`src/iopc_defines.svh`:
```
`ifndef IOPC_DEFINES_SVH
`define IOPC_DEFINES_SVH
// ==========================================================================
// Register offsets and reset values
`define IOPC_ADDR_INC      5'h19
`define IOPC_ADDR_MASK     5'h1A
`define IOPC_ADDR_PWM      5'h1B
`define IOPC_INC_RST       24'h081024
`define IOPC_MASK_RST      24'h000000
`define IOPC_PWM_RST       24'h670100
`define IOPC_MASK_WMASK    24'hDFFFFF
// ==========================================================================
// Incremental output control fields
`define IOPC_SLEW_HI       21
`define IOPC_SLEW_LO       16
`define IOPC_INVERT        15
`define IOPC_HYST_EN       12
`define IOPC_IDX_HI        9
`define IOPC_IDX_LO        8
`define IOPC_OSC_HIGH      7
`define IOPC_LOCK_HIGH     6
`define IOPC_OUT_EN        5
`define IOPC_COMM_SEL      4
`define IOPC_RES_HI        3
`define IOPC_RES_LO        0
// ==========================================================================
// PWM control fields and error flag positions
`define IOPC_PWM_EN        23
`define IOPC_BAND_HI       22
`define IOPC_BAND_LO       20
`define IOPC_FREQ_HI       19
`define IOPC_FREQ_LO       16
`define IOPC_ERR_OSC       4
`define IOPC_ERR_LOCK      7
// ==========================================================================
// Timing
`define IOPC_CLK_PERIOD_NS 20
`define IOPC_SLEW_UNIT_NS  125
`define IOPC_SYS_CLK_HZ    50000000
`endif

```
`src/iopc_pkg.sv`:
```
// ==========================================================================
// Types of the incremental and PWM output stage
package iopc_pkg;
    // Output pin function, one-hot.
    typedef enum logic [2:0] {
        IOPC_OFF  = 3'b001,
        IOPC_QUAD = 3'b010,
        IOPC_COMM = 3'b100
    } iopc_mode_t;

    // Whole register state of the block.
    typedef struct packed {
        logic [23:0] inc;
        logic [23:0] mask;
        logic [23:0] pwm_ctl;
        logic [23:0] rdata;
        logic [13:0] hold;
        logic [15:0] pos;
        logic [12:0] slew_cnt;
        logic [18:0] period;
        logic [18:0] pwm_cnt;
        logic        a;
        logic        b;
        logic        i;
        logic        oe;
        logic        err;
        logic        pwm;
        logic        pwm_oe;
    } iopc_state_t;
endpackage

```
`src/iopc_top.sv`:
```
`timescale 1ns/1ps
`include "iopc_defines.svh"
module iopc_top (
    // Clock and reset
    input  wire logic        SYS_CLK,
    input  wire logic        RESET_N,
    // Register port
    input  wire logic        REG_WR,
    input  wire logic [4:0]  REG_ADDR,
    input  wire logic [23:0] REG_WDATA,
    output logic      [23:0] REG_RDATA,
    // Angle path, PWM duty and error flags
    input  wire logic [13:0] ANGLE,
    input  wire logic [5:0]  HYST_THRESH,
    input  wire logic [11:0] PWM_DUTY,
    input  wire logic [23:0] ERR_FLAGS,
    // Encoder and commutation pins
    output logic             OUT_A,
    output logic             OUT_B,
    output logic             OUT_I,
    output logic             OUT_OE,
    // Summary error and PWM pin
    output logic             SUMMARY_ERR,
    output logic             PWM_OUT,
    output logic             PWM_OE
);
    // ======================================================================
    // Carrier frequency table in Hz, indexed step*8+band.
    localparam logic [11:0] FREQ_LUT [0:127] = '{
        12'd3125,12'd2778,12'd2273,12'd1667,12'd1087,12'd641,12'd352,12'd185,
        12'd3101,12'd2740,12'd2222,12'd1613,12'd1042,12'd610,12'd333,12'd175,
        12'd3077,12'd2703,12'd2174,12'd1563,12'd1000,12'd581,12'd316,12'd166,
        12'd3053,12'd2667,12'd2128,12'd1515,12'd962,12'd556,12'd301,12'd157,
        12'd3030,12'd2632,12'd2083,12'd1471,12'd926,12'd532,12'd287,12'd150,
        12'd3008,12'd2597,12'd2041,12'd1429,12'd893,12'd510,12'd275,12'd143,
        12'd2985,12'd2564,12'd2000,12'd1389,12'd862,12'd490,12'd263,12'd137,
        12'd2963,12'd2532,12'd1961,12'd1351,12'd833,12'd472,12'd253,12'd131,
        12'd2941,12'd2500,12'd1923,12'd1316,12'd806,12'd455,12'd243,12'd126,
        12'd2920,12'd2469,12'd1887,12'd1282,12'd781,12'd439,12'd234,12'd121,
        12'd2899,12'd2439,12'd1852,12'd1250,12'd758,12'd424,12'd225,12'd116,
        12'd2878,12'd2410,12'd1818,12'd1220,12'd735,12'd410,12'd217,12'd112,
        12'd2857,12'd2381,12'd1786,12'd1190,12'd714,12'd397,12'd210,12'd108,
        12'd2837,12'd2353,12'd1754,12'd1163,12'd694,12'd385,12'd203,12'd105,
        12'd2817,12'd2326,12'd1724,12'd1136,12'd676,12'd373,12'd197,12'd101,
        12'd2797,12'd2299,12'd1695,12'd1111,12'd658,12'd362,12'd191,12'd98
    };

    iopc_pkg::iopc_state_t st;
    iopc_pkg::iopc_state_t nxt;
    iopc_pkg::iopc_mode_t  mode;
    logic [5:0]  slew_n;
    logic [12:0] slew_lim;
    logic [3:0]  res;
    logic [3:0]  res_q;
    logic [15:0] target;
    logic [15:0] pmask;
    logic [15:0] diff;
    logic [13:0] hdiff;
    logic [13:0] hmag;
    logic [13:0] elec;
    logic [16:0] sect6;
    logic        fault;
    logic        idx_hit;
    logic [2:0]  pins;
    logic [11:0] freq_hz;
    logic [30:0] duty_thr;

    // ======================================================================
    // Field decode and derived figures.
    assign slew_n = st.inc[`IOPC_SLEW_HI:`IOPC_SLEW_LO];
    assign res    = st.inc[`IOPC_RES_HI:`IOPC_RES_LO];
    // Least spacing rounds up to whole clock cycles.
    assign slew_lim = 13'(((32'(slew_n) + 32'd1) * `IOPC_SLEW_UNIT_NS
                      + `IOPC_CLK_PERIOD_NS - 1) / `IOPC_CLK_PERIOD_NS);
    // Reserved quadrature codes are clamped to the nearest legal one.
    assign res_q  = (res < 4'h3) ? 4'h3 : ((res == 4'hF) ? 4'hE : res);
    assign target = 16'({2'b00, st.hold} >> (res_q - 4'h2));
    assign pmask  = 16'hFFFF >> res_q;
    assign diff   = (target - st.pos) & pmask;
    assign hdiff  = ANGLE - st.hold;
    assign hmag   = hdiff[13] ? 14'(-hdiff) : hdiff;
    assign elec   = 14'(st.hold * (5'(res) + 5'h01));
    assign sect6  = 17'(elec * 3'd6);
    assign fault  = (st.inc[`IOPC_OSC_HIGH] & ERR_FLAGS[`IOPC_ERR_OSC]) |
                    (st.inc[`IOPC_LOCK_HIGH] & ERR_FLAGS[`IOPC_ERR_LOCK]);
    assign freq_hz = FREQ_LUT[{st.pwm_ctl[`IOPC_FREQ_HI:`IOPC_FREQ_LO],
                               st.pwm_ctl[`IOPC_BAND_HI:`IOPC_BAND_LO]}];
    assign duty_thr = 31'(st.period * PWM_DUTY) >> 12;

    // ======================================================================
    // Pin function select.
    always_comb begin
        if (!st.inc[`IOPC_OUT_EN]) begin
            mode = iopc_pkg::IOPC_OFF;
        end else if (st.inc[`IOPC_COMM_SEL]) begin
            mode = iopc_pkg::IOPC_COMM;
        end else begin
            mode = iopc_pkg::IOPC_QUAD;
        end
    end

    // Index window around position zero, R being one quadrature state.
    always_comb begin
        case (st.inc[`IOPC_IDX_HI:`IOPC_IDX_LO])
            2'd0: idx_hit = (st.pos == 16'h0000);
            2'd1: idx_hit = (st.pos == 16'h0000) || (st.pos == pmask);
            2'd2: idx_hit = (st.pos <= 16'h0001) || (st.pos == pmask);
            default: idx_hit = (st.pos <= 16'h0001) || (st.pos == pmask) ||
                               (st.pos == pmask - 16'h0001);
        endcase
    end

    // Raw pin levels before inversion.
    always_comb begin
        case (mode)
            iopc_pkg::IOPC_QUAD: begin
                pins = {st.pos[1], st.pos[1] ^ st.pos[0], idx_hit};
                if (fault) begin
                    pins = 3'b111;
                end
            end
            iopc_pkg::IOPC_COMM: begin
                case (sect6[16:14])
                    3'd0: pins = 3'b100;
                    3'd1: pins = 3'b110;
                    3'd2: pins = 3'b010;
                    3'd3: pins = 3'b011;
                    3'd4: pins = 3'b001;
                    default: pins = 3'b101;
                endcase
            end
            default: pins = 3'b000;
        endcase
    end

    // ======================================================================
    // Next-state logic for the whole block.
    always_comb begin
        nxt = st;
        // Configuration writes; the reserved mask bit never stores.
        if (REG_WR) begin
            case (REG_ADDR)
                `IOPC_ADDR_INC: nxt.inc = REG_WDATA;
                `IOPC_ADDR_MASK: nxt.mask = REG_WDATA & `IOPC_MASK_WMASK;
                `IOPC_ADDR_PWM: nxt.pwm_ctl = REG_WDATA;
                default: ;
            endcase
        end
        // Read data is registered; unmapped offsets read as zero.
        case (REG_ADDR)
            `IOPC_ADDR_INC: nxt.rdata = st.inc;
            `IOPC_ADDR_MASK: nxt.rdata = st.mask;
            `IOPC_ADDR_PWM: nxt.rdata = st.pwm_ctl;
            default: nxt.rdata = 24'h000000;
        endcase
        if (!st.inc[`IOPC_HYST_EN] || hmag > 14'(HYST_THRESH)) begin
            nxt.hold = ANGLE;
        end
        if (slew_n == 6'h00) begin
            nxt.pos      = target;
            nxt.slew_cnt = 13'h0000;
        end else if (st.slew_cnt != 13'h0000) begin
            nxt.slew_cnt = st.slew_cnt - 13'h0001;
        end else if (diff != 16'h0000) begin
            // Each step reloads the spacing count, so steps never bunch.
            // Shortest way round; a half-turn jump steps downward.
            if (diff <= (pmask >> 1)) begin
                nxt.pos = (st.pos + 16'h0001) & pmask;
            end else begin
                nxt.pos = (st.pos - 16'h0001) & pmask;
            end
            nxt.slew_cnt = slew_lim - 13'h0001;
        end
        nxt.a  = pins[2] ^ (st.inc[`IOPC_INVERT] &
                            (mode != iopc_pkg::IOPC_OFF));
        nxt.b  = pins[1] ^ (st.inc[`IOPC_INVERT] &
                            (mode != iopc_pkg::IOPC_OFF));
        nxt.i  = pins[0] ^ (st.inc[`IOPC_INVERT] &
                            (mode != iopc_pkg::IOPC_OFF));
        nxt.oe = (mode != iopc_pkg::IOPC_OFF);
        nxt.err = |(ERR_FLAGS & ~st.mask & `IOPC_MASK_WMASK);
        nxt.period = 19'(`IOPC_SYS_CLK_HZ / 32'(freq_hz));
        nxt.pwm_oe = st.pwm_ctl[`IOPC_PWM_EN];
        if (!st.pwm_ctl[`IOPC_PWM_EN]) begin
            nxt.pwm_cnt = 19'h00000;
            nxt.pwm     = 1'b0;
        end else begin
            if (st.pwm_cnt + 19'h00001 >= st.period) begin
                nxt.pwm_cnt = 19'h00000;
            end else begin
                nxt.pwm_cnt = st.pwm_cnt + 19'h00001;
            end
            nxt.pwm = (31'(st.pwm_cnt) < duty_thr);
        end
    end

    // ======================================================================
    // State register.
    always_ff @(posedge SYS_CLK or negedge RESET_N) begin
        if (!RESET_N) begin
            st          <= '0;
            st.inc      <= `IOPC_INC_RST;
            st.mask     <= `IOPC_MASK_RST;
            st.pwm_ctl  <= `IOPC_PWM_RST;
            st.period   <= 19'h00001;
        end else begin
            st <= nxt;
        end
    end

    // Outputs straight from flip-flops.
    assign REG_RDATA   = st.rdata;
    assign OUT_A       = st.a;
    assign OUT_B       = st.b;
    assign OUT_I       = st.i;
    assign OUT_OE      = st.oe;
    assign SUMMARY_ERR = st.err;
    assign PWM_OUT     = st.pwm;
    assign PWM_OE      = st.pwm_oe;
endmodule

```
`config.mk`:
```
export PLATFORM = sky130hd
export DESIGN_NAME = iopc_top
export DESIGN_NICKNAME = d
export VERILOG_FILES = /design/src/iopc_pkg.sv /design/src/iopc_top.sv
export VERILOG_INCLUDE_DIRS = /design/src /design/src/src
export SDC_FILE = /design/constraint.sdc
export NUM_CORES = 2
export LEC_CHECK = 0
export BUFFER_PORTS_ARGS = -buffer_cell sky130_fd_sc_hd__buf_2
export CAP_MARGIN = 5
export CORE_ASPECT_RATIO = 0.5
export CORE_MARGIN = 2
export CORE_UTILIZATION = 31
export DETAILED_ROUTE_END_ITERATION = 12
export PLACE_DENSITY = 0.41
export SLEW_MARGIN = 40
export SYNTH_ARGS = -nofsm -noshare
export SYNTH_HDL_FRONTEND = slang
export SYNTH_SLANG_ARGS = --single-unit
```
`constraint.sdc`:
```
create_clock -name SYS_CLK -period 130.3 [get_ports SYS_CLK]
set_input_delay 19.545 -clock SYS_CLK [delete_from_list [all_inputs] [get_ports SYS_CLK]]
set_output_delay 19.545 -clock SYS_CLK [all_outputs]
set_load 0.1 [all_outputs]
```
==> flow_summary.json <==
{
  "required_ps": 130710,
  "drt-initial-drc-count": 2975,
  "die_y_microns": 286,
  "grt-ovfl-total": 0,
  "synth_cell_types": 138,
  "synthesis.area_sq_mm": 0.0491,
  "die_area_sq_mm": 0.162,
  "setup-tns-final_ps": 0,
  "coreArea_sq_mm": 0.158,
  "dp_hpwl_microns": 128000,
  "reg2reg_to": "st[26]$_DFF_PN1_",
  "rr_startpoint": "st[133]$_DFFE_PN1P_",
  "antenna_found_initial": 7,
  "setup_violations": 0,
  "r2r_slack_ps": 31380,
  "synth-seq-cells": 183,
  "drc": 0,
  "io_pins": 119,
  "fin_skew_ps": 25.1,
  "worstMarginPinSlew_ps": 882,
  "synth-edff-count": 0,
  "crit_arrival_ps": 99330,
  "vias": 47671,
  "max_stage_delay_ps": 930,
  "fillCellCount": 16731,
  "wirelength_microns": 164000,
  "start_util_pct": 31.2,
  "finalHoldViolations": 0,
  "multi_input_area_sq_mm": 0.0417,
  "ys_async_sr_fraction_pct": 100,
  "clock-sinks": 183,
  "yosysTopAreaCellShare_pct": 13.6,
  "yosysSeqAreaShare_pct": 9.35,
  "use_met3_pct": 1.53,
  "grt_pass1_wl_microns": 263000,
  "synth_ff_type": "dfrtp_1",
  "cp-end-kind": "flop",
  "dr.pass1.iters": 6,
  "yosysTopAreaCell": "ha_1",
  "wl_per_cell_microns": 19.1,
  "crit_fanout": 33,
  "hp-class": "flop to flop",
  "status": "finished clean",
  "reg2reg_depth": 423,
  "grt_max_degree": 84,
  "cts_root_buffer": "clkbuf_16",
  "gp_congestion": 0.852,
  "final_net_count": 7302,
  "cts-buffers-inserted": 17,
  "cap_violations": 0,
  "slew_viol_final": 0,
  "ant_nets": 0,
  "drive_gt1_share_pct": 9.39,
  "post_cts_resize_count": 0,
  "grtUsageMet2_pct": 33.7,
  "rsz0062_at_grt": "false",
  "crit_type": "flop to flop",
  "fmax_mhz": 10.1,
  "postCtsHoldBufs": 0,
  "min_path_cells": 0,
  "cts_buffer_depth": 2,
  "grt_usage_pct": 19.9,
  "syn_to_final_growth_pct": 6.89,
  "fp.dieW_microns": 567,
  "post-cts-setup-buffers": 0,
  "fin_crit_sh_pct": 75.9,
  "syn_inst": 6525,
  "period_minus_slack_ps": 98920,
  "yosys_warnings": 0,
  "syn_area_per_cell_sq_um": 7.53,
  "crit_top_cell": "a21oi_1",
  "slowest_stage": "dfstp_2",
  "fp-row-count": 103,
  "cts_tree": "done",
  "path_clk_slew_ps": 100,
  "grt-busiest-layer": "met2",
  "synth_area_leaders": "ha_1, fa_1, dfrtp_1",
  "port_buffers": 117,
  "synth_commonest_cells": "nand2_1, nor2_1, ha_1",
  "avgViaCountPerCell": 5.56,
  "grt_pass1_vias": 46996,
  "clk_latency_ps": 520,
  "worst_hold_path.endpoint": "OUT_OE$_DFF_PN0_",
  "start_kind": "flop",
  "met1_usage_pct": 27.9,
  "syn-num-nets": 7363,
  "slew_headroom_pct": 41.0,
  "yosysMostFrequentCell": "nand2_1",
  "seqCellArea_sq_mm": 0.00460,
  "min_from": "st[165]$_DFFE_PN1P_",
  "htreeDepth": 4
}
[cell type report]
type / instances / area share (%)
well taps: 2100 / 5.00
flip-flops and latches: 183 / 8.75
inverters: 484 / 3.46
multi-input cells: 5596 / 79.4
diodes: 4 / 0.0191
clock buffers: 17 / 0.810
clock inverters: 15 / 0.431
repair buffers: 182 / 2.11
[worst max-delay path, delay by kind of cell, from the launching register on]
| family | cells | cell delay, ps |
|---|---|---|
| flops | 1 | 930 |
| buf+inv | 26 | 6420 |
| compound gates | 242 | 50740 |
| simple gates | 118 | 28120 |
| mux | 6 | 1910 |
| fa+ha+maj | 31 | 10300 |
[metrics by stage]
stage	setup WS (ps)	cell area, sq um	utilization, %	hold WS [ps]	instances
CTS	31400	52400	33.3	438	8575
global placement	32550	51700	32.8	421	8542
finish	31380	52500	33.3	437	8581
detailed placement	31900	51800	32.8	424	8543
floorplan	46330	49100	-	408	6525
global route	21910	52500	33.3	445	8578
[flip-flops by register name, summed over array words and instances (netlist names), 4 cells and up]
name	flops
REG_RDATA	24
res	4
slew_n	6
st	141
[how the worst max path moves through the flow]
stage	from	end	cells after the start
final	st[133]$_DFFE_PN1P_	st[26]$_DFF_PN1_	423
after global routing	st[133]$_DFFE_PN1P_	st[26]$_DFF_PN1_	423
after CTS	st[133]$_DFFE_PN1P_	st[26]$_DFF_PN1_	421
after detailed placement	st[133]$_DFFE_PN1P_	st[26]$_DFF_PN1_	421
after global placement	st[132]$_DFFE_PN0P_	st[26]$_DFF_PN1_	423
after floorplan	st[134]$_DFFE_PN1P_	st[26]$_DFF_PN1_	469
[cells in the final DEF (no fill, tap or decap), types with 45 or more instances in the layout]
cell type,instances
nand3_1,139
nor4_1,57
mux2i_1,76
nand2b_1,118
buf_2,116
and3_1,72
ha_1,534
inv_1,463
nor2_1,583
xor2_1,109
mux2_2,152
o31ai_1,53
or2_2,62
buf_4,61
o211ai_1,46
dfrtp_1,169
nor2b_1,102
nand2_1,609
and2_1,145
a21o_1,151
o21ai_0,362
a31oi_1,75
nor3_1,178
fa_1,216
a211oi_1,45
nand4_1,69
xnor2_1,234
o21bai_1,74
a21oi_1,455
o21a_1,141
or3_1,65
[kinds of logic after synthesis]
| group | count (synthesis) | synth area share [%] |
|---|---|---|
| buffers and inverters | 746 | 6.16 |
| AOI/OAI and AO/OA | 1880 | 25.9 |
| xor gates and xnor gates | 345 | 6.15 |
| and+or+nand+nor | 2375 | 24.5 |
| DFF | 183 | 9.35 |
| other | 1 | 0.00763 |
| muxes | 240 | 5.43 |
| adders and majority gates | 755 | 22.5 |
[metal layers]
metal,share of wire [%],vias up,wire [microns]
met2,46,904,75700
met3,3.3,94,5410
met5,0,-,0
met1,49,23170,81100
met4,1.0,0,1710
li1,-,23503,-
Power is left out: the tool's default activity adds up to more than one toggle a clock period on the data nets, which glitch-free logic cannot reach.
